$ cat src/rtl/cfg_seq_cfg.svh
// Purpose: Constants for the configuration port sequencer
// Assumes: 200 MHz reference clock, 5 ns period
// Notes:   Long counts are also top-level parameters
// How it works
// - Reset held low 200 ns or longer restarts a fresh configuration on release.
// - After done rises, count 49 configuration clocks, then enable user I/O.
// - Master waits 1200 us after reset release before its first clock edge.
// - Master drives select out; memory returns data on serial input.
// - Slave host drives select in and its MOSI onto serial input.
// - In user mode, serial input and select pins are released to user I/O.
// - Master load must finish within 95, 35 or 18 ms per speed.
`ifndef CFG_SEQ_CFG_SVH
`define CFG_SEQ_CFG_SVH

// ----------------------------------------
// Clock and timing
// ----------------------------------------
`define CFG_CLK_PERIOD_NS  5
`define CFG_RESET_MIN_NS   200
`define CFG_RESET_MIN_CYC  ((`CFG_RESET_MIN_NS + `CFG_CLK_PERIOD_NS - 1) / `CFG_CLK_PERIOD_NS)
`define CFG_CLEAR_US       1200
`define CFG_CLEAR_CYC      ((`CFG_CLEAR_US * 1000 + `CFG_CLK_PERIOD_NS - 1) / `CFG_CLK_PERIOD_NS)
`define CFG_WAKE_CLKS      49
`define CFG_TMO_LOW_MS     95
`define CFG_TMO_MED_MS     35
`define CFG_TMO_HIGH_MS    18
`define CFG_TMO_LOW_CYC    ((`CFG_TMO_LOW_MS * 1000000) / `CFG_CLK_PERIOD_NS)
`define CFG_TMO_MED_CYC    ((`CFG_TMO_MED_MS * 1000000) / `CFG_CLK_PERIOD_NS)
`define CFG_TMO_HIGH_CYC   ((`CFG_TMO_HIGH_MS * 1000000) / `CFG_CLK_PERIOD_NS)

// ----------------------------------------
// Master clock half periods, in reference cycles
// ----------------------------------------
`define CFG_HALF_LOW       4'h8
`define CFG_HALF_MED       4'h3
`define CFG_HALF_HIGH      4'h2

// ----------------------------------------
// Speed select codes
// ----------------------------------------
`define CFG_SPEED_LOW      2'h0
`define CFG_SPEED_MED      2'h1
`define CFG_SPEED_HIGH     2'h2

// ----------------------------------------
// Default bitstream length
// ----------------------------------------
`define CFG_BITS_DEFAULT   1024

`endif

$ cat src/rtl/cfg_seq_pkg.sv
// Purpose: Types for the configuration port sequencer
// Assumes: Constants come from cfg_seq_cfg.svh
// Notes:   One-hot state codes
package cfg_seq_pkg;

  // ----------------------------------------
  // Sequencer states
  // ----------------------------------------
  typedef enum logic [5:0] {
    ST_HOLD  = 6'h01,
    ST_CLEAR = 6'h02,
    ST_LOAD  = 6'h04,
    ST_WAKE  = 6'h08,
    ST_USER  = 6'h10,
    ST_FAIL  = 6'h20
  } seq_state_e;

  typedef logic [1:0] speed_t;

endpackage : cfg_seq_pkg

$ cat src/rtl/cfg_link_if.sv
// Purpose: Synchronised pin levels and events from sampler to sequencer
// Assumes: All signals on ref_clk_i
// Notes:   Levels are two-flop synchronised
`timescale 1ns/1ps
interface cfg_link_if;
  logic       creset_n_s;  // Synced config reset, active low
  logic       sck_rise;    // Slave write clock rising edge pulse
  logic       si_s;        // Synced serial input
  logic       sel_n_s;     // Synced select, active low
  logic       master_s;    // Synced mode strap
  logic [1:0] speed_s;     // Synced master speed select

  modport src (output creset_n_s, sck_rise, si_s, sel_n_s, master_s, speed_s);
  modport dst (input  creset_n_s, sck_rise, si_s, sel_n_s, master_s, speed_s);
endinterface : cfg_link_if

$ cat src/rtl/pin_sampler.sv
// Purpose: Two-flop synchronisers and slave clock edge finder
// Assumes: Pins are asynchronous to ref_clk_i
// Notes:   Edge detect reads only stages two and three
`timescale 1ns/1ps
module pin_sampler (
  // Clock and reset
  input  wire logic       ref_clk_i,
  input  wire logic       rstn_i,
  // Pins
  input  wire logic       config_reset_n_i,
  input  wire logic       slave_write_clock_i,
  input  wire logic       si_i,
  input  wire logic       sel_n_i,
  input  wire logic       master_mode_i,
  input  wire logic [1:0] speed_i,
  // To sequencer
  cfg_link_if.src         lk
);

  typedef struct packed {
    logic [6:0] s1;
    logic [6:0] s2;
    logic       sck3;
  } smp_s;

  smp_s q;
  smp_s d;

  // Bit order: rst, sck, si, sel, mode, speed[1:0]
  always_comb begin
    d      = q;
    d.s1   = {config_reset_n_i, slave_write_clock_i, si_i, sel_n_i, master_mode_i, speed_i};
    d.s2   = q.s1;
    d.sck3 = q.s2[5];
  end

  // Reset to idle levels so no false edge follows reset
  always_ff @(posedge ref_clk_i) begin
    if (!rstn_i) begin
      q <= '{s1: 7'h48, s2: 7'h48, sck3: 1'b0};
    end else begin
      q <= d;
    end
  end

  // Levels straight from second stage; edge pulse also reads stage three
  assign lk.creset_n_s = q.s2[6];
  assign lk.sck_rise   = q.s2[5] & ~q.sck3;
  assign lk.si_s       = q.s2[4];
  assign lk.sel_n_s    = q.s2[3];
  assign lk.master_s   = q.s2[2];
  assign lk.speed_s    = q.s2[1:0];

endmodule : pin_sampler

$ cat src/rtl/cfg_seq.sv
// Purpose: Configuration port sequencer, master and slave load
// Assumes: ref_clk_i 200 MHz; pins asynchronous
// Notes:   Bitstream bits stream out; no storage here
`timescale 1ns/1ps
`include "cfg_seq_cfg.svh"
module cfg_seq import cfg_seq_pkg::*; #(
  parameter int unsigned BITS     = `CFG_BITS_DEFAULT,
  parameter int unsigned CLEAR_CY = `CFG_CLEAR_CYC,
  parameter int unsigned TMO_LOW  = `CFG_TMO_LOW_CYC,
  parameter int unsigned TMO_MED  = `CFG_TMO_MED_CYC,
  parameter int unsigned TMO_HIGH = `CFG_TMO_HIGH_CYC
) (
  // Clock and reset
  input  wire logic       ref_clk_i,
  input  wire logic       rstn_i,
  // Configuration pins
  input  wire logic       config_reset_n_i,
  input  wire logic       slave_write_clock_i,
  input  wire logic       si_i,
  input  wire logic       sel_n_i,
  output logic            sel_n_o,
  output logic            sel_oe_o,
  output logic            mclk_o,
  output logic            mclk_oe_o,
  // Straps
  input  wire logic       master_mode_i,
  input  wire logic [1:0] speed_i,
  // Status
  output logic            config_done_flag_o,
  output logic            user_io_en_o,
  output logic            fail_o,
  // Bitstream stream
  output logic            cfg_bit_o,
  output logic            cfg_bit_valid_o
);

  // ----------------------------------------
  // Decoders
  // ----------------------------------------
  function automatic logic [3:0] half_of(input speed_t s);
    case (s)
      `CFG_SPEED_MED:  half_of = `CFG_HALF_MED;
      `CFG_SPEED_HIGH: half_of = `CFG_HALF_HIGH;
      default:         half_of = `CFG_HALF_LOW;
    endcase
  endfunction : half_of

  function automatic logic [31:0] tmo_of(input speed_t s);
    case (s)
      `CFG_SPEED_MED:  tmo_of = 32'(TMO_MED);
      `CFG_SPEED_HIGH: tmo_of = 32'(TMO_HIGH);
      default:         tmo_of = 32'(TMO_LOW);
    endcase
  endfunction : tmo_of

  // Master owns select and clock only while loading or waking
  function automatic logic drives_pins(input logic m, input seq_state_e s);
    drives_pins = m && (s == ST_LOAD || s == ST_WAKE);
  endfunction : drives_pins

  // ----------------------------------------
  // Sampling
  // ----------------------------------------
  cfg_link_if lk ();

  pin_sampler u_smp (
    .ref_clk_i           (ref_clk_i),
    .rstn_i              (rstn_i),
    .config_reset_n_i    (config_reset_n_i),
    .slave_write_clock_i (slave_write_clock_i),
    .si_i                (si_i),
    .sel_n_i             (sel_n_i),
    .master_mode_i       (master_mode_i),
    .speed_i             (speed_i),
    .lk                  (lk.src)
  );

  // ----------------------------------------
  // State
  // ----------------------------------------
  typedef struct packed {
    seq_state_e  state;
    logic [7:0]  rlow;    // Reset low length
    logic [31:0] cnt;     // Clear, timeout or wake count
    logic [31:0] bits;    // Bits received
    logic        master;
    speed_t      speed;
    logic [3:0]  div;
    logic        mclk;
    logic        done;
    logic        user;
    logic        fail;
    logic        bit_q;
    logic        bit_vld;
  } seq_s;

  seq_s q;
  seq_s d;
  logic mrise;
  logic take;
  logic crise;

  // Master clock edge and bit strobe
  always_comb begin
    mrise = drives_pins(q.master, q.state) &&
            (q.div == half_of(q.speed) - 4'h1) && !q.mclk;
    crise = q.master ? mrise : lk.sck_rise;
    // Sample on our own rising edge; memory holds data from prior rise
    take  = q.master ? mrise : (lk.sck_rise && !lk.sel_n_s);
  end

  // Next-state logic
  always_comb begin
    d         = q;
    d.bit_vld = 1'b0;
    // Master clock divider runs only while loading or waking
    if (drives_pins(q.master, q.state)) begin
      if (q.div == half_of(q.speed) - 4'h1) begin
        d.div  = 4'h0;
        d.mclk = ~q.mclk;
      end else begin
        d.div = q.div + 4'h1;
      end
    end
    case (q.state)
      ST_HOLD: begin
        if (lk.creset_n_s) begin
          d.state  = ST_CLEAR;
          d.cnt    = 32'h0;
          d.master = lk.master_s;
          d.speed  = lk.speed_s;
        end
      end
      ST_CLEAR: begin
        // Memory clear; no clock out and no bit taken here
        d.cnt = q.cnt + 32'h1;
        if (q.cnt >= 32'(CLEAR_CY) - 32'h1) begin
          d.state = ST_LOAD;
          d.cnt   = 32'h0;
          d.bits  = 32'h0;
          d.div   = 4'h0;
          d.mclk  = 1'b0;
        end
      end
      ST_LOAD: begin
        d.cnt = q.cnt + 32'h1;
        if (take) begin
          d.bit_q   = lk.si_s;
          d.bit_vld = 1'b1;
          d.bits    = q.bits + 32'h1;
          if (q.bits == 32'(BITS) - 32'h1) begin
            d.state = ST_WAKE;
            d.done  = 1'b1;
            d.cnt   = 32'h0;
          end
        end
        if (q.master && q.cnt >= tmo_of(q.speed) - 32'h1 && !(take && q.bits == 32'(BITS) - 32'h1)) begin
          d.state = ST_FAIL;
        end
      end
      ST_WAKE: begin
        if (crise) begin
          d.cnt = q.cnt + 32'h1;
          if (q.cnt == 32'(`CFG_WAKE_CLKS) - 32'h1) begin
            // 49th rise shows on mclk_o in the cycle its enable drops; parking waits for user mode
            d.state = ST_USER;
            d.user  = 1'b1;
          end
        end
      end
      ST_USER: begin
        // Clock parks low once the pins are handed over
        d.mclk = 1'b0;
      end
      ST_FAIL: d.fail  = 1'b1;
      default: d.state = ST_HOLD;
    endcase
    // Restart only after a low long enough; short glitches ignored
    if (!lk.creset_n_s) begin
      if (q.rlow != 8'(`CFG_RESET_MIN_CYC)) begin
        d.rlow = q.rlow + 8'h1;
      end
    end else begin
      d.rlow = 8'h0;
    end
    if (q.rlow == 8'(`CFG_RESET_MIN_CYC)) begin
      d.state = ST_HOLD;
      d.done  = 1'b0;
      d.user  = 1'b0;
      d.fail  = 1'b0;
      d.mclk  = 1'b0;
      d.div   = 4'h0;
    end
  end

  // State register
  always_ff @(posedge ref_clk_i) begin
    if (!rstn_i) begin
      q <= '{state: ST_HOLD, rlow: 8'h0, cnt: 32'h0, bits: 32'h0, master: 1'b0,
             speed: `CFG_SPEED_LOW, div: 4'h0, mclk: 1'b0, done: 1'b0, user: 1'b0,
             fail: 1'b0, bit_q: 1'b0, bit_vld: 1'b0};
    end else begin
      q <= d;
    end
  end

  // ----------------------------------------
  // Outputs
  // ----------------------------------------
  // Select driven low by master only while loading or waking, then released
  assign sel_n_o   = 1'b0;
  // Enables drop in the same cycle that user mode starts
  assign sel_oe_o  = drives_pins(q.master, q.state);
  assign mclk_o    = q.mclk;
  assign mclk_oe_o = drives_pins(q.master, q.state);
  assign config_done_flag_o = q.done;
  assign user_io_en_o       = q.user;
  assign fail_o             = q.fail;
  assign cfg_bit_o          = q.bit_q;
  assign cfg_bit_valid_o    = q.bit_vld;

endmodule : cfg_seq

$ cat config.mk
export PLATFORM = sky130hd
export DESIGN_NAME = cfg_seq
export DESIGN_NICKNAME = d
export VERILOG_FILES = /design/src/rtl/cfg_seq_pkg.sv /design/src/rtl/cfg_link_if.sv /design/src/rtl/pin_sampler.sv /design/src/rtl/cfg_seq.sv
export VERILOG_INCLUDE_DIRS = /design/src /design/src/rtl
export SDC_FILE = /design/constraint.sdc
export NUM_CORES = 1
export LEC_CHECK = 0
export BUFFER_PORTS_ARGS = -buffer_cell sky130_fd_sc_hd__buf_2
export CAP_MARGIN = 20
export CORE_MARGIN = 2
export CORE_UTILIZATION = 60
export CTS_BUF_LIST = sky130_fd_sc_hd__clkbuf_16
export DETAILED_ROUTE_END_ITERATION = 8
export PLACE_DENSITY = 0.74
export SYNTH_ARGS = -nofsm -noshare
export SYNTH_HDL_FRONTEND = slang
export SYNTH_HIERARCHICAL = 1
export SYNTH_SLANG_ARGS = --single-unit
$ cat constraint.sdc
create_clock -name ref_clk_i -period 6.49 [get_ports ref_clk_i]
set_input_delay 1.947 -clock ref_clk_i [delete_from_list [all_inputs] [get_ports ref_clk_i]]
set_output_delay 1.947 -clock ref_clk_i [all_outputs]
set_load 0.1 [all_outputs]
### After elaboration in Yosys (flattened, before gate mapping)

Cells that the tools add are included.

| operators by class | value |
|---|---|
| equality and inequality tests | 21 |
| reduce and logical (&&, ||, !) cells | 24 |
| order comparisons | 2 |
| add/sub/neg operators | 7 |
| bitwise operators | 5 |
| muxes and demuxes | 28 |

Operators by type and width:

| kind | number |
|---|---|
| 2-to-1 mux 32 bit | 4 |
| 2-to-1 mux 64 bit | 2 |
| case mux 32 bit (4 select lines) | 1 |
| adder 32 x 1 -> 32 bit (second input constant) | 2 |
| case mux 32 bit (2 select lines) | 1 |
| case mux 25 bit (2 select lines) | 1 |
| 2-to-1 mux 6 bit | 7 |
| == test 32 x 10 -> 1 bit (second input constant) | 1 |
| == test 32 x 6 -> 1 bit (second input constant) | 1 |
| greater-or-equal comparator 32 x 18 -> 1 bit (second input constant) | 1 |
| greater-or-equal comparator 32 bit | 1 |
| subtractor 32 x 1 -> 32 bit (second input constant) | 1 |
| case mux 6 bit (5 select lines) | 1 |
| 2-to-1 mux 4 bit | 3 |
| AND reduction 3 bit | 4 |
| 2-to-1 mux 5 bit | 2 |
| adder 8 x 1 -> 8 bit (second input constant) | 1 |
| == test 4 bit | 2 |
| == test 8 x 6 -> 1 bit (second input constant) | 1 |
| != test 8 x 6 -> 1 bit (second input constant) | 1 |
| case mux 4 bit (2 select lines) | 1 |
| subtractor 4 x 1 -> 4 bit (second input constant) | 2 |
| logical AND 1 bit | 7 |
| AND reduction 7 bit | 1 |
| 23 further kinds | 38 |

| storage, ports and cells | value |
|---|---|
| register bits after elaboration | 106 |
| output and inout port bits | 9 |
| word-level logic and storage cells | 103 |
| bits of input ports | 9 |

### Depth between registers and ports, before layout

Gate-level depths: netlist (run 1).

| logic depth | value |
|---|---|
| depth after elaboration | 12 |
| depth in mapped cells | 12 |
| depth with buffers taken out | 11 |

### Hierarchy

The synthesis (run 1) kept the hierarchy.

By module, submodules not included:

| module | area an instance (um^2) | instances | seq. area each (um^2) | cells an instance |
|---|---|---|---|---|
| cfg_seq | 5225.0 | 1 | 1821.7 | 625 |
| pin_sampler | 435.4 | 1 | 300.3 | 34 |

### Worst setup path before layout (run 1)

OpenSTA, ideal clock, no wires.

| path | value |
|---|---|
| path type | register -> output |
| from | register q[85] (netlist name) |
| to | output sel_oe_o |
| buffers on the path | 1 |
| arrival | 1981 ps |
| stages on the path, launching flop included | 5 |
| setup slack | 2562 ps |
| cells stage by stage | dfxtp_1 > nor4_4 > nand3_1 > inv_1 > buf_4 |

| between the ends | value |
|---|---|
| cells in the longest elaborated chain, start to end | 3 |
| elaborated cells on any way between the ends | 4 |
| classes of those cells | eq/ne: 2; reduce/logical: 2 |

RTL lines:

| what | RTL line | text |
|---|---|---|
| start, declared | cfg_seq.sv:97 | `seq_s q;` |
| start signal, assigned | cfg_seq.sv:199 | `q <= '{state: ST_HOLD, rlow: 8'h0, cnt: 32'h0, bits: 32'h0, master: 1'b0,` |
| == test 6 x 3 -> 1 bit / == test 6 x 4 -> 1 bit (equally long branches) | n/a |  |
| logical OR 1 bit (*) | n/a |  |
| logical AND 1 bit (*) | n/a |  |
| end, declared | cfg_seq.sv:22 | `output logic sel_oe_o,` |

Mark *: on every way between the ends. The rest lies on a longest branch, timed or not.

### Worst setup path after layout (run 1)

| path | value |
|---|---|
| from | register q[85] (netlist name) |
| to | output sel_oe_o |

| between the ends | value |
|---|---|
| cells in the longest elaborated chain, start to end | 3 |
| elaborated cells on any way between the ends | 4 |
| classes of those cells | eq/ne: 2; reduce/logical: 2 |

RTL lines:

| what | RTL line | text |
|---|---|---|
| == test 6 x 3 -> 1 bit / == test 6 x 4 -> 1 bit (equally long branches) | cfg_seq.sv:58 | `drives_pins = m && (s == ST_LOAD \|\| s == ST_WAKE);` |
| logical OR 1 bit (*) | cfg_seq.sv:58 |  |
| logical AND 1 bit (*) | cfg_seq.sv:58 |  |

Marked as above.

==> results of run 1 <==
==> layer usage <==
metal  GRT usage (%)  routed length (um)  vias up
met4            9.46                 214        0
li1                -                   -     2356
met2            39.7                5700      114
met1            33.3                5760     2243
met5               0                   0        -
met3            5.11                 565       20
==> final cells by class <==
class | count | area, um2
Clock buffer | 9 | 225
Timing Repair Buffer | 18 | 95.1
Multi-Input combinational cell | 496 | 3290
Inverter | 21 | 78.8
Tap cell | 111 | 139
Clock inverter | 6 | 73.8
Fill cell | 762 | 3170
Sequential cell | 106 | 2120
==> cell usage after synthesis (all sizes together) (12+ instances only) <==
cell type and count:
a21oi 31, and2 22, and3 12, buf 15, clkbuf 21, dfxtp 106, ha 20, inv 21
nand2 53, nand3 38, nand4 21, nor2 64, nor3 12, nor4 20, o21ai 17, xnor2 27
xor2 20
==> cell families (layout without fill, tap and decap cells) <==
| group | Yosys count | in the layout | synth area share, % |
|---|---|---|---|
| AO/OA/AOI/OAI | 116 | 116 | 15.0 |
| multiplexers | 9 | 9 | 1.59 |
| AND/OR/NAND/NOR | 302 | 302 | 29.5 |
| adder cells (fa/ha/maj) | 21 | 21 | 4.60 |
| flip-flops | 106 | 106 | 37.5 |
| other | 1 | 1 | 0.0662 |
| buffers and inverters | 57 | 54 | 4.42 |
| XOR/XNOR | 47 | 47 | 7.27 |
==> how the worst max path moves through the flow <==
stage / end / cells past startpoint
after global placement: q[62] / 3
after detailed placement: q[66] / 4
after CTS: sel_oe_o / 4
after floorplan: sel_oe_o / 4
final: sel_oe_o / 4
after global routing: mclk_oe_o / 4
==> power by group <==
part | internal [mW] | switching, mW | leakage (nW)
logic | 0.0467 | 0.0820 | 1.22
registers | 0.660 | 0.0110 | 0.858
clock network | 0.302 | 0.249 | 0.140
==> stage by stage <==
stage,power [mW],instances
CTS,1.36,766
global route,1.40,767
detailed placement,0.813,751
global placement,0.807,751
finish,1.35,767
floorplan,0.789,659
==> worst max-delay path: cells and delay by family, from the launching register on <==
family | cells | cell delay (ns)
flops | 1 | 0.38
buf+inv | 2 | 0.64
simple gates | 2 | 0.58
==> flow_metrics.env, run 1 <==
export IMPL_status="completed"
export IMPL_clk_latency_ns=0.34
export IMPL_setup_violations=0
export IMPL_globalRouteTotalUtil_pct=24.9
export IMPL_coreArea_um2=9200
export IMPL_fin_area_um2=6020
export IMPL_avgSynthCellArea_um2=8.59
export IMPL_dieArea_um2=10200
export IMPL_clk_path_buf_depth=2
export IMPL_antenna_found_initial=0
export IMPL_nets=681
export IMPL_cts_htree_levels=3
export IMPL_netlist_area_um2=5660
export IMPL_rsz0062_at_grt="false"
export IMPL_cellLeakagePower_nw=2.22
export IMPL_cts_num_sinks=106
export IMPL_cts_tree="done"
export IMPL_yosysUniqueCellTypes=72
export IMPL_place_congestion=0.895
export IMPL_max_stage_delay_ns=0.46
export IMPL_ys_seq_area_share_pct=37.5
export IMPL_cts_buffers=9
export IMPL_vias=4733
export IMPL_yosys_warnings=6
export IMPL_clockRootBuffer="clkbuf_16"
export IMPL_required_ns=4.54
export IMPL_grt_pass1_vias=4442
export IMPL_min_period_over_period_pct=59.9
export IMPL_die_x_um=101
export IMPL_final_max_slew_viol_count=0
export IMPL_cts_hold_buf=0
export IMPL_cp_slowest_cell="buf_2"
export IMPL_startpoint="q[85]"
export IMPL_dp_slack_ns=2.86
export IMPL_initial_utilization_pct=61.6
export IMPL_area_delta_synth_final_pct=6.39
export IMPL_powerDensity_nw_per_um2=224
export IMPL_largest_register_ffs=85
export IMPL_maxSlewHeadroom_pct=33.9
export IMPL_async_reset_ff_share_pct=0
export IMPL_hold_class="reg -> reg"
export IMPL_postSynthCellCount=659
export IMPL_vdd_drop_max_mv=0.195
export IMPL_synth_area_leaders="dfxtp_1, ha_1, xnor2_1, nor2_1, nand2_1"
export IMPL_worstHoldPathCells=1
export IMPL_row_count=35
export IMPL_final_common_cell="dfxtp_1"
export IMPL_synth_top_area_cell="dfxtp_1"
export IMPL_regMostFlops="q"
export IMPL_clk_pin_slew_ns=0.07
export IMPL_cap_violations=0
export IMPL_drc_errors=0
export IMPL_cts_resized=0
export IMPL_worstMarginPinSlew_ns=0.988
export IMPL_whs_endpoint="u_smp/lk.sel_n_s"
export IMPL_finalHoldViolCount=0
export IMPL_fin_ws_ns=2.60
export IMPL_utilization_pct=65.5
export IMPL_layout_drive_gt1_share_pct=8.38
export IMPL_path_cells="nor4_4, nand3_1, inv_1, buf_2"
export IMPL_numPortBuffers=16
export IMPL_synth_edf_count=0
export IMPL_critPathArrivalTime_ns=1.94
export IMPL_path_max_fanout=6
export IMPL_crit_path_start_kind="register"
export IMPL_layout_common_cells="dfxtp_1, nor2_1, nand2_1"
export IMPL_syn_nets=688
export IMPL_grt_max_degree=45
export IMPL_worstHoldStart="u_smp/d[4]"
export IMPL_drt_wl_total_mm=12.2
export IMPL_dieHeight_um=101
export IMPL_crit_type="reg -> out"
export IMPL_postRouteAntennaNets=0
export IMPL_whs_ns=0.404
export IMPL_clock_skew_ns=0.00816
export IMPL_dr_pass1_iters=5
export IMPL_max_freq_mhz=257
export IMPL_setup_tns_ns=0
export IMPL_reg2reg_depth=9
export IMPL_fin_crit_ns=3.89
export IMPL_r2r_start="q[10]"
export IMPL_io_pins=18
export IMPL_end_kind="output port"
export IMPL_synth_flop_cell="dfxtp_1"
export IMPL_r2r_slack_ns=2.96
export IMPL_rr_endpoint="q[66]"
export IMPL_placed_cell_area_um2=5720
export IMPL_diodes=0
export IMPL_ys_ff_latch=106
export IMPL_gr_total_overflow=0
export IMPL_wl_per_cell_um=16.0
export IMPL_yosysTopAreaCellShare_pct=37.5
export IMPL_cts_setup_buffers=0
export IMPL_grt_first_pass_wirelength_mm=20.7
export IMPL_vias_per_cell=6.17
export IMPL_drt_iter0_markers=215
export IMPL_dpl_hpwl_mm=8.63
Note: power is estimated with default switching activity, not from simulation.
==> run 2: changes to the inputs <==
Settings changed: ABC_AREA from default to 1, CORE_UTILIZATION 60 to 57.
Clock period 6.49 ns to 3.26 ns, I/O delays scaled along.
==> run 2 against run 1 <==
Global-route usage is 0.26 points higher. Critical path type is now reg -> reg. Highest routed layer unchanged. Clock power is 100% higher. Routed wire length is 21% higher. Register-to-register slack worse by 2.4 ns. Power grew to 2.7 times the previous value.
==> flow_metrics.env, run 2 <==
export IMPL_clk_pin_slew_ns=0.08
export IMPL_layout_drive_gt1_share_pct=8.64
export IMPL_min_period_over_period_pct=83.0
export IMPL_vias_per_cell=5.28
export IMPL_drt_iter0_markers=473
export IMPL_clk_latency_ns=0.36
export IMPL_synth_common_cells="nand2_1, inv_1, nor2_1"
export IMPL_worstHoldStart="u_smp/d[4]"
export IMPL_cap_violations=0
export IMPL_largest_register_ffs=85
export IMPL_r2r_slack_ns=0.55
export IMPL_gr_total_overflow=0
export IMPL_synth_most_common_cell="nand2_1"
export IMPL_yosys_warnings=6
export IMPL_hold_class="reg -> reg"
export IMPL_async_reset_ff_share_pct=0
export IMPL_ys_ff_latch=106
export IMPL_maxSlewHeadroom_pct=57.6
export IMPL_drc_errors=0
export IMPL_cellLeakagePower_nw=2.84
export IMPL_coreArea_um2=11400
export IMPL_status="completed"
export IMPL_die_x_um=111
export IMPL_grt_pass1_vias=5521
export IMPL_synth_top_area_cell="dfxtp_1"
export IMPL_synth_area_leaders="dfxtp_1, nand2_1, inv_1, nor2_1, a21oi_1"
export IMPL_required_ns=3.50
export IMPL_max_freq_mhz=370
export IMPL_clk_path_buf_depth=2
export IMPL_dieArea_um2=12400
export IMPL_grt_first_pass_wirelength_mm=25.9
export IMPL_cts_num_sinks=106
export IMPL_setup_tns_ns=0
export IMPL_yosysTopAreaCellShare_pct=32.2
export IMPL_postSynthCellCount=983
export IMPL_globalRouteTotalUtil_pct=25.1
export IMPL_path_max_fanout=22
export IMPL_endpoint="q[19]"
export IMPL_place_congestion=0.914
export IMPL_vias=6005
export IMPL_reg2reg_depth=13
export IMPL_worstMarginPinSlew_ns=0.636
export IMPL_critPathArrivalTime_ns=2.95
export IMPL_cts_buffers=9
export IMPL_rr_endpoint="q[19]"
export IMPL_final_max_slew_viol_count=0
export IMPL_dr_pass1_iters=7
export IMPL_layout_common_cells="nand2_1, inv_1, nor2_1"
export IMPL_cts_resized=0
export IMPL_vdd_drop_max_mv=0.474
export IMPL_wl_per_cell_um=13.0
export IMPL_r2r_start="q[10]"
export IMPL_final_common_cell="nand2_1"
export IMPL_crit_type="reg -> reg"
export IMPL_cts_setup_buffers=0
export IMPL_antenna_found_initial=0
export IMPL_clockRootBuffer="clkbuf_16"
export IMPL_diodes=0
export IMPL_setup_violations=0
export IMPL_cts_hold_buf=0
export IMPL_area_delta_synth_final_pct=6.57
export IMPL_initial_utilization_pct=57.9
export IMPL_powerDensity_nw_per_um2=518
export IMPL_dpl_hpwl_mm=11.1
export IMPL_cts_htree_levels=3
export IMPL_end_kind="register"
export IMPL_numPortBuffers=16
export IMPL_synth_edf_count=0
export IMPL_clock_skew_ns=0.0113
export IMPL_row_count=39
export IMPL_crit_path_start_kind="register"
export IMPL_drt_wl_total_mm=14.8
export IMPL_nets=1019
export IMPL_yosysUniqueCellTypes=50
export IMPL_utilization_pct=61.7
export IMPL_netlist_area_um2=6590
export IMPL_synth_flop_cell="dfxtp_1"
export IMPL_avgSynthCellArea_um2=6.70
export IMPL_rsz0062_at_grt="false"
export IMPL_startpoint="q[10]"
export IMPL_dieHeight_um=111
export IMPL_fin_crit_ns=2.71
export IMPL_syn_nets=1012
export IMPL_finalHoldViolCount=0
export IMPL_ys_seq_area_share_pct=32.2
export IMPL_postRouteAntennaNets=0
export IMPL_io_pins=18
export IMPL_grt_max_degree=31
export IMPL_regMostFlops="q"
export IMPL_cts_tree="done"
-- run 2: cell count changes after synthesis, sizes merged, moves of 17 or more --
cell / delta
and2: -19
inv: +123
nor3: +33
nand3b: +17
a21oi: +33
nor2: +58
nand2: +188
xnor2: -19
nand3: +21
-- run 2: routing by layer --
layer | GRT usage (%) | vias to the layer above | wire length, um
li1 | - | 3171 | -
met1 | 34.7 | 2671 | 7200
met2 | 40.1 | 140 | 6550
met3 | 4.79 | 23 | 793
met4 | 7.74 | 0 | 300
met5 | 0 | - | 0
-- run 2: worst min-delay path by stage --
stage                                to  cells past startpoint
floorplan           u_smp/lk.creset_n_s                      2
global placement       u_smp/lk.sel_n_s                      2
finish                 u_smp/lk.sel_n_s                      2
CTS                 u_smp/lk.creset_n_s                      2
global route        u_smp/lk.creset_n_s                      2
detailed placement  u_smp/lk.creset_n_s                      2
-- run 2: through the flow --
step | cells | power [mW] | cell area, um2 | hold WS, ns | worst slack, ns
after floorplan | 983 | 2.41 | 6590 | 0.380 | 0.892
after global placement | 1122 | 2.56 | 6710 | 0.385 | 0.577
after detailed placement | 1122 | 2.57 | 6710 | 0.392 | 0.534
after CTS | 1138 | 3.68 | 7020 | 0.412 | 0.525
after global routing | 1138 | 3.90 | 7020 | 0.438 | 0.280
final | 1138 | 3.64 | 7020 | 0.414 | 0.554
-- run 2: cells by family after synthesis --
| kind of cell | after synthesis | synth area share (%) |
|---|---|---|
| fa+ha+maj | 20 | 3.80 |
| compound gates | 104 | 8.99 |
| buf+inv | 173 | 11.2 |
| other cells | 1 | 0.0569 |
| simple gates | 537 | 38.2 |
| flops | 106 | 32.2 |
| xor+xnor | 42 | 5.59 |
-- run 2: worst max-delay path: stages (launching register included) --
cell,delay [ns]
dfxtp_1,0.36
inv_1,0.09
ha_1,0.37
inv_2,0.09
o21ai_0,0.08
nand2_1,0.08
nor2_2,0.17
nand3_4,0.12
nand2_4,0.11
nand2_4,0.08
nand2_4,0.08
nand3_2,0.41
o21ai_0,0.44
a22oi_2,0.08
-- run 2: cell type report --
| cell class | count | area (um2) |
|---|---|---|
| fill | 1081 | 4350 |
| multi-input combinational | 704 | 3730 |
| sequential | 106 | 2120 |
| inverter | 146 | 548 |
| clock buffer | 9 | 225 |
| tap | 143 | 179 |
| timing repair buffer | 23 | 133 |
| clock inverter | 7 | 82.6 |
-- run 2: report_power, final --
group          internal [mW]  switching, mW
clock network          0.551          0.561
logic                  0.302          0.810
registers               1.36         0.0505
total                   2.22           1.42
==> run 3: changes to the inputs <==
Settings changed: CORE_UTILIZATION 57 to 60.
Clock period 3.26 ns to 2.64 ns, I/O delays scaled along.
==> run 3 against run 2 <==
Clock skew grew 0.0015 ns. First-iteration DRC count grew 1.5%. Setup slack lost 0.40 ns. Global-route usage grew 2.2 points. Register-to-register slack lost 0.34 ns. Die area shrank 4.8%. Critical path type is now reg -> out. Sequential power grew 24%.
==> flow_metrics.env, run 3 (synthesized netlist as in run 2, its figures left out) <==
export IMPL_status="completed"
export IMPL_grt_first_pass_wirelength_mm=25.8
export IMPL_dieArea_um2=11800
export IMPL_clock_skew_ns=0.0129
export IMPL_fillers=1006
export IMPL_numPortBuffers=16
export IMPL_largest_register_ffs=85
export IMPL_vdd_drop_max_mv=0.600
export IMPL_maxSlewHeadroom_pct=56.3
export IMPL_clk_latency_ns=0.36
export IMPL_drt_wl_total_mm=15.5
export IMPL_powerDensity_nw_per_um2=641
export IMPL_place_congestion=0.966
export IMPL_switching_share_pct=39.1
export IMPL_row_count=38
export IMPL_hold_class="reg -> reg"
export IMPL_rsz0062_at_grt="true"
export IMPL_p_int_mw=2.77
export IMPL_max_freq_mhz=403
export IMPL_final_common_cell="nand2_1"
export IMPL_vias_per_cell=5.34
export IMPL_initial_utilization_pct=61.0
export IMPL_whs_endpoint="u_smp/lk.creset_n_s"
export IMPL_clockRootBuffer="clkbuf_16"
export IMPL_clock_power_share_pct=29.7
export IMPL_regMostFlops="q"
export IMPL_fin_crit_ns=2.48
export IMPL_worstMarginPinSlew_ns=0.653
export IMPL_nets=1026
export IMPL_setup_tns_ns=0
export IMPL_worstHoldStart="u_smp/d[7]"
export IMPL_dieHeight_um=109
export IMPL_die_x_um=109
export IMPL_antenna_found_initial=0
export IMPL_startpoint="q[85]"
export IMPL_postRouteAntennaNets=0
export IMPL_layout_common_cells="nand2_1, inv_1, nor2_1"
export IMPL_critPathArrivalTime_ns=1.69
export IMPL_wl_per_cell_um=13.5
export IMPL_required_ns=1.85
export IMPL_diodes=0
export IMPL_cts_buffers=9
export IMPL_worstHoldPathCells=2
export IMPL_drc_errors=0
export IMPL_cellLeakagePower_nw=2.89
export IMPL_dpl_hpwl_mm=11.4
export IMPL_cts_htree_levels=3
export IMPL_path_cells="inv_1, nand2_1, nor2_4, o21ai_2, nor2_8, buf_2"
export IMPL_clk_path_buf_depth=2
export IMPL_setup_violations=0
export IMPL_cts_tree="done"
export IMPL_crit_path_start_kind="register"
export IMPL_cp_slowest_cell="buf_2"
export IMPL_drt_iter0_markers=480
export IMPL_end_kind="output port"
export IMPL_io_pins=18
export IMPL_layout_drive_gt1_share_pct=9.58
export IMPL_dp_slack_ns=0.107
export IMPL_cts_num_sinks=106
export IMPL_power_frac_seq_pct=38.4
export IMPL_crit_type="reg -> out"
export IMPL_dr_pass1_iters=5
export IMPL_p_sw_mw=1.78
export IMPL_finalHoldViolCount=0
export IMPL_cap_violations=0
export IMPL_gr_total_overflow=0
export IMPL_grt_pass1_vias=5578
export IMPL_area_delta_synth_final_pct=7.69
export IMPL_globalRouteTotalUtil_pct=27.4
export IMPL_path_max_fanout=9
export IMPL_rr_endpoint="q[35]"
export IMPL_final_max_slew_viol_count=0
export IMPL_combPwrFrac_pct=31.9
export IMPL_clk_pin_slew_ns=0.08
export IMPL_max_stage_delay_ns=0.45
export IMPL_r2r_start="q[10]"
export IMPL_r2r_slack_ns=0.21
export IMPL_vias=6103
export IMPL_coreArea_um2=10800
export IMPL_fin_ws_ns=0.156
export IMPL_reg2reg_depth=17
export IMPL_grt_max_degree=35
export IMPL_min_period_over_period_pct=94.1
-- run 3: worst max-delay path by stage --
stage,endpoint,slack (ns),cells after the start
finish,sel_oe_o,0.16,6
global route,q[41],0.004,16
CTS,q[45],0.09,15
detailed placement,q[71],0.11,15
global placement,q[69],0.19,15
floorplan,sel_oe_o,0.46,6
-- run 3: through the flow --
stage          hold slack [ns]  area (um2)  utilization, %  total power, mW  std cells
2_1_floorplan            0.380        6590               -             2.97        983
3_3_place_gp             0.385        6740            62.4             3.16       1123
3_5_place_dp             0.387        6740            62.4             3.17       1123
4_1_cts                  0.406        7040            65.3             4.52       1139
5_1_grt                  0.428        7090            65.7             4.83       1142
6_report                 0.405        7090            65.7             4.55       1142
-- run 3: routing by layer --
layer	track usage, %	vias up	share of wire [%]
met4	10.6	0	2.5
met2	46.3	167	47
met1	35.1	2729	47
met3	4.06	31	4.3
li1	-	3176	-
met5	0	-	0
-- run 3: cell type report --
class / count / area, um2 / area share, %
multi-input combinational: 704 / 3750 / 52.9
sequential: 106 / 2120 / 29.9
inverter: 146 / 551 / 7.76
clock buffer: 9 / 225 / 3.18
timing repair buffer: 30 / 185 / 2.61
tap: 140 / 175 / 2.47
clock inverter: 7 / 80.1 / 1.13
-- run 3: power groups by stage --
stage | Combinational (mW) | Clock [mW] | Sequential (mW)
3_3_place_gp | 1.38 | 0 | 1.78
4_1_cts | 1.40 | 1.38 | 1.74
5_1_grt | 1.64 | 1.44 | 1.75
6_report | 1.45 | 1.35 | 1.75
3_5_place_dp | 1.40 | 0 | 1.78
2_1_floorplan | 1.20 | 0 | 1.77
-- run 3: what timing repair did --
action,4_1_cts,5_1_grt
setup buffers,0,3
resized for setup,0,6
endpoints found under the setup margin,0,54
hold buffers,0,0
-- run 3: critical path: cells and delay by family (launching register included) --
family | cells | cell delay, ns
buffers and inverters | 2 | 0.53
AND/OR/NAND/NOR | 3 | 0.39
flip-flops | 1 | 0.31
AO/OA/AOI/OAI | 1 | 0.11
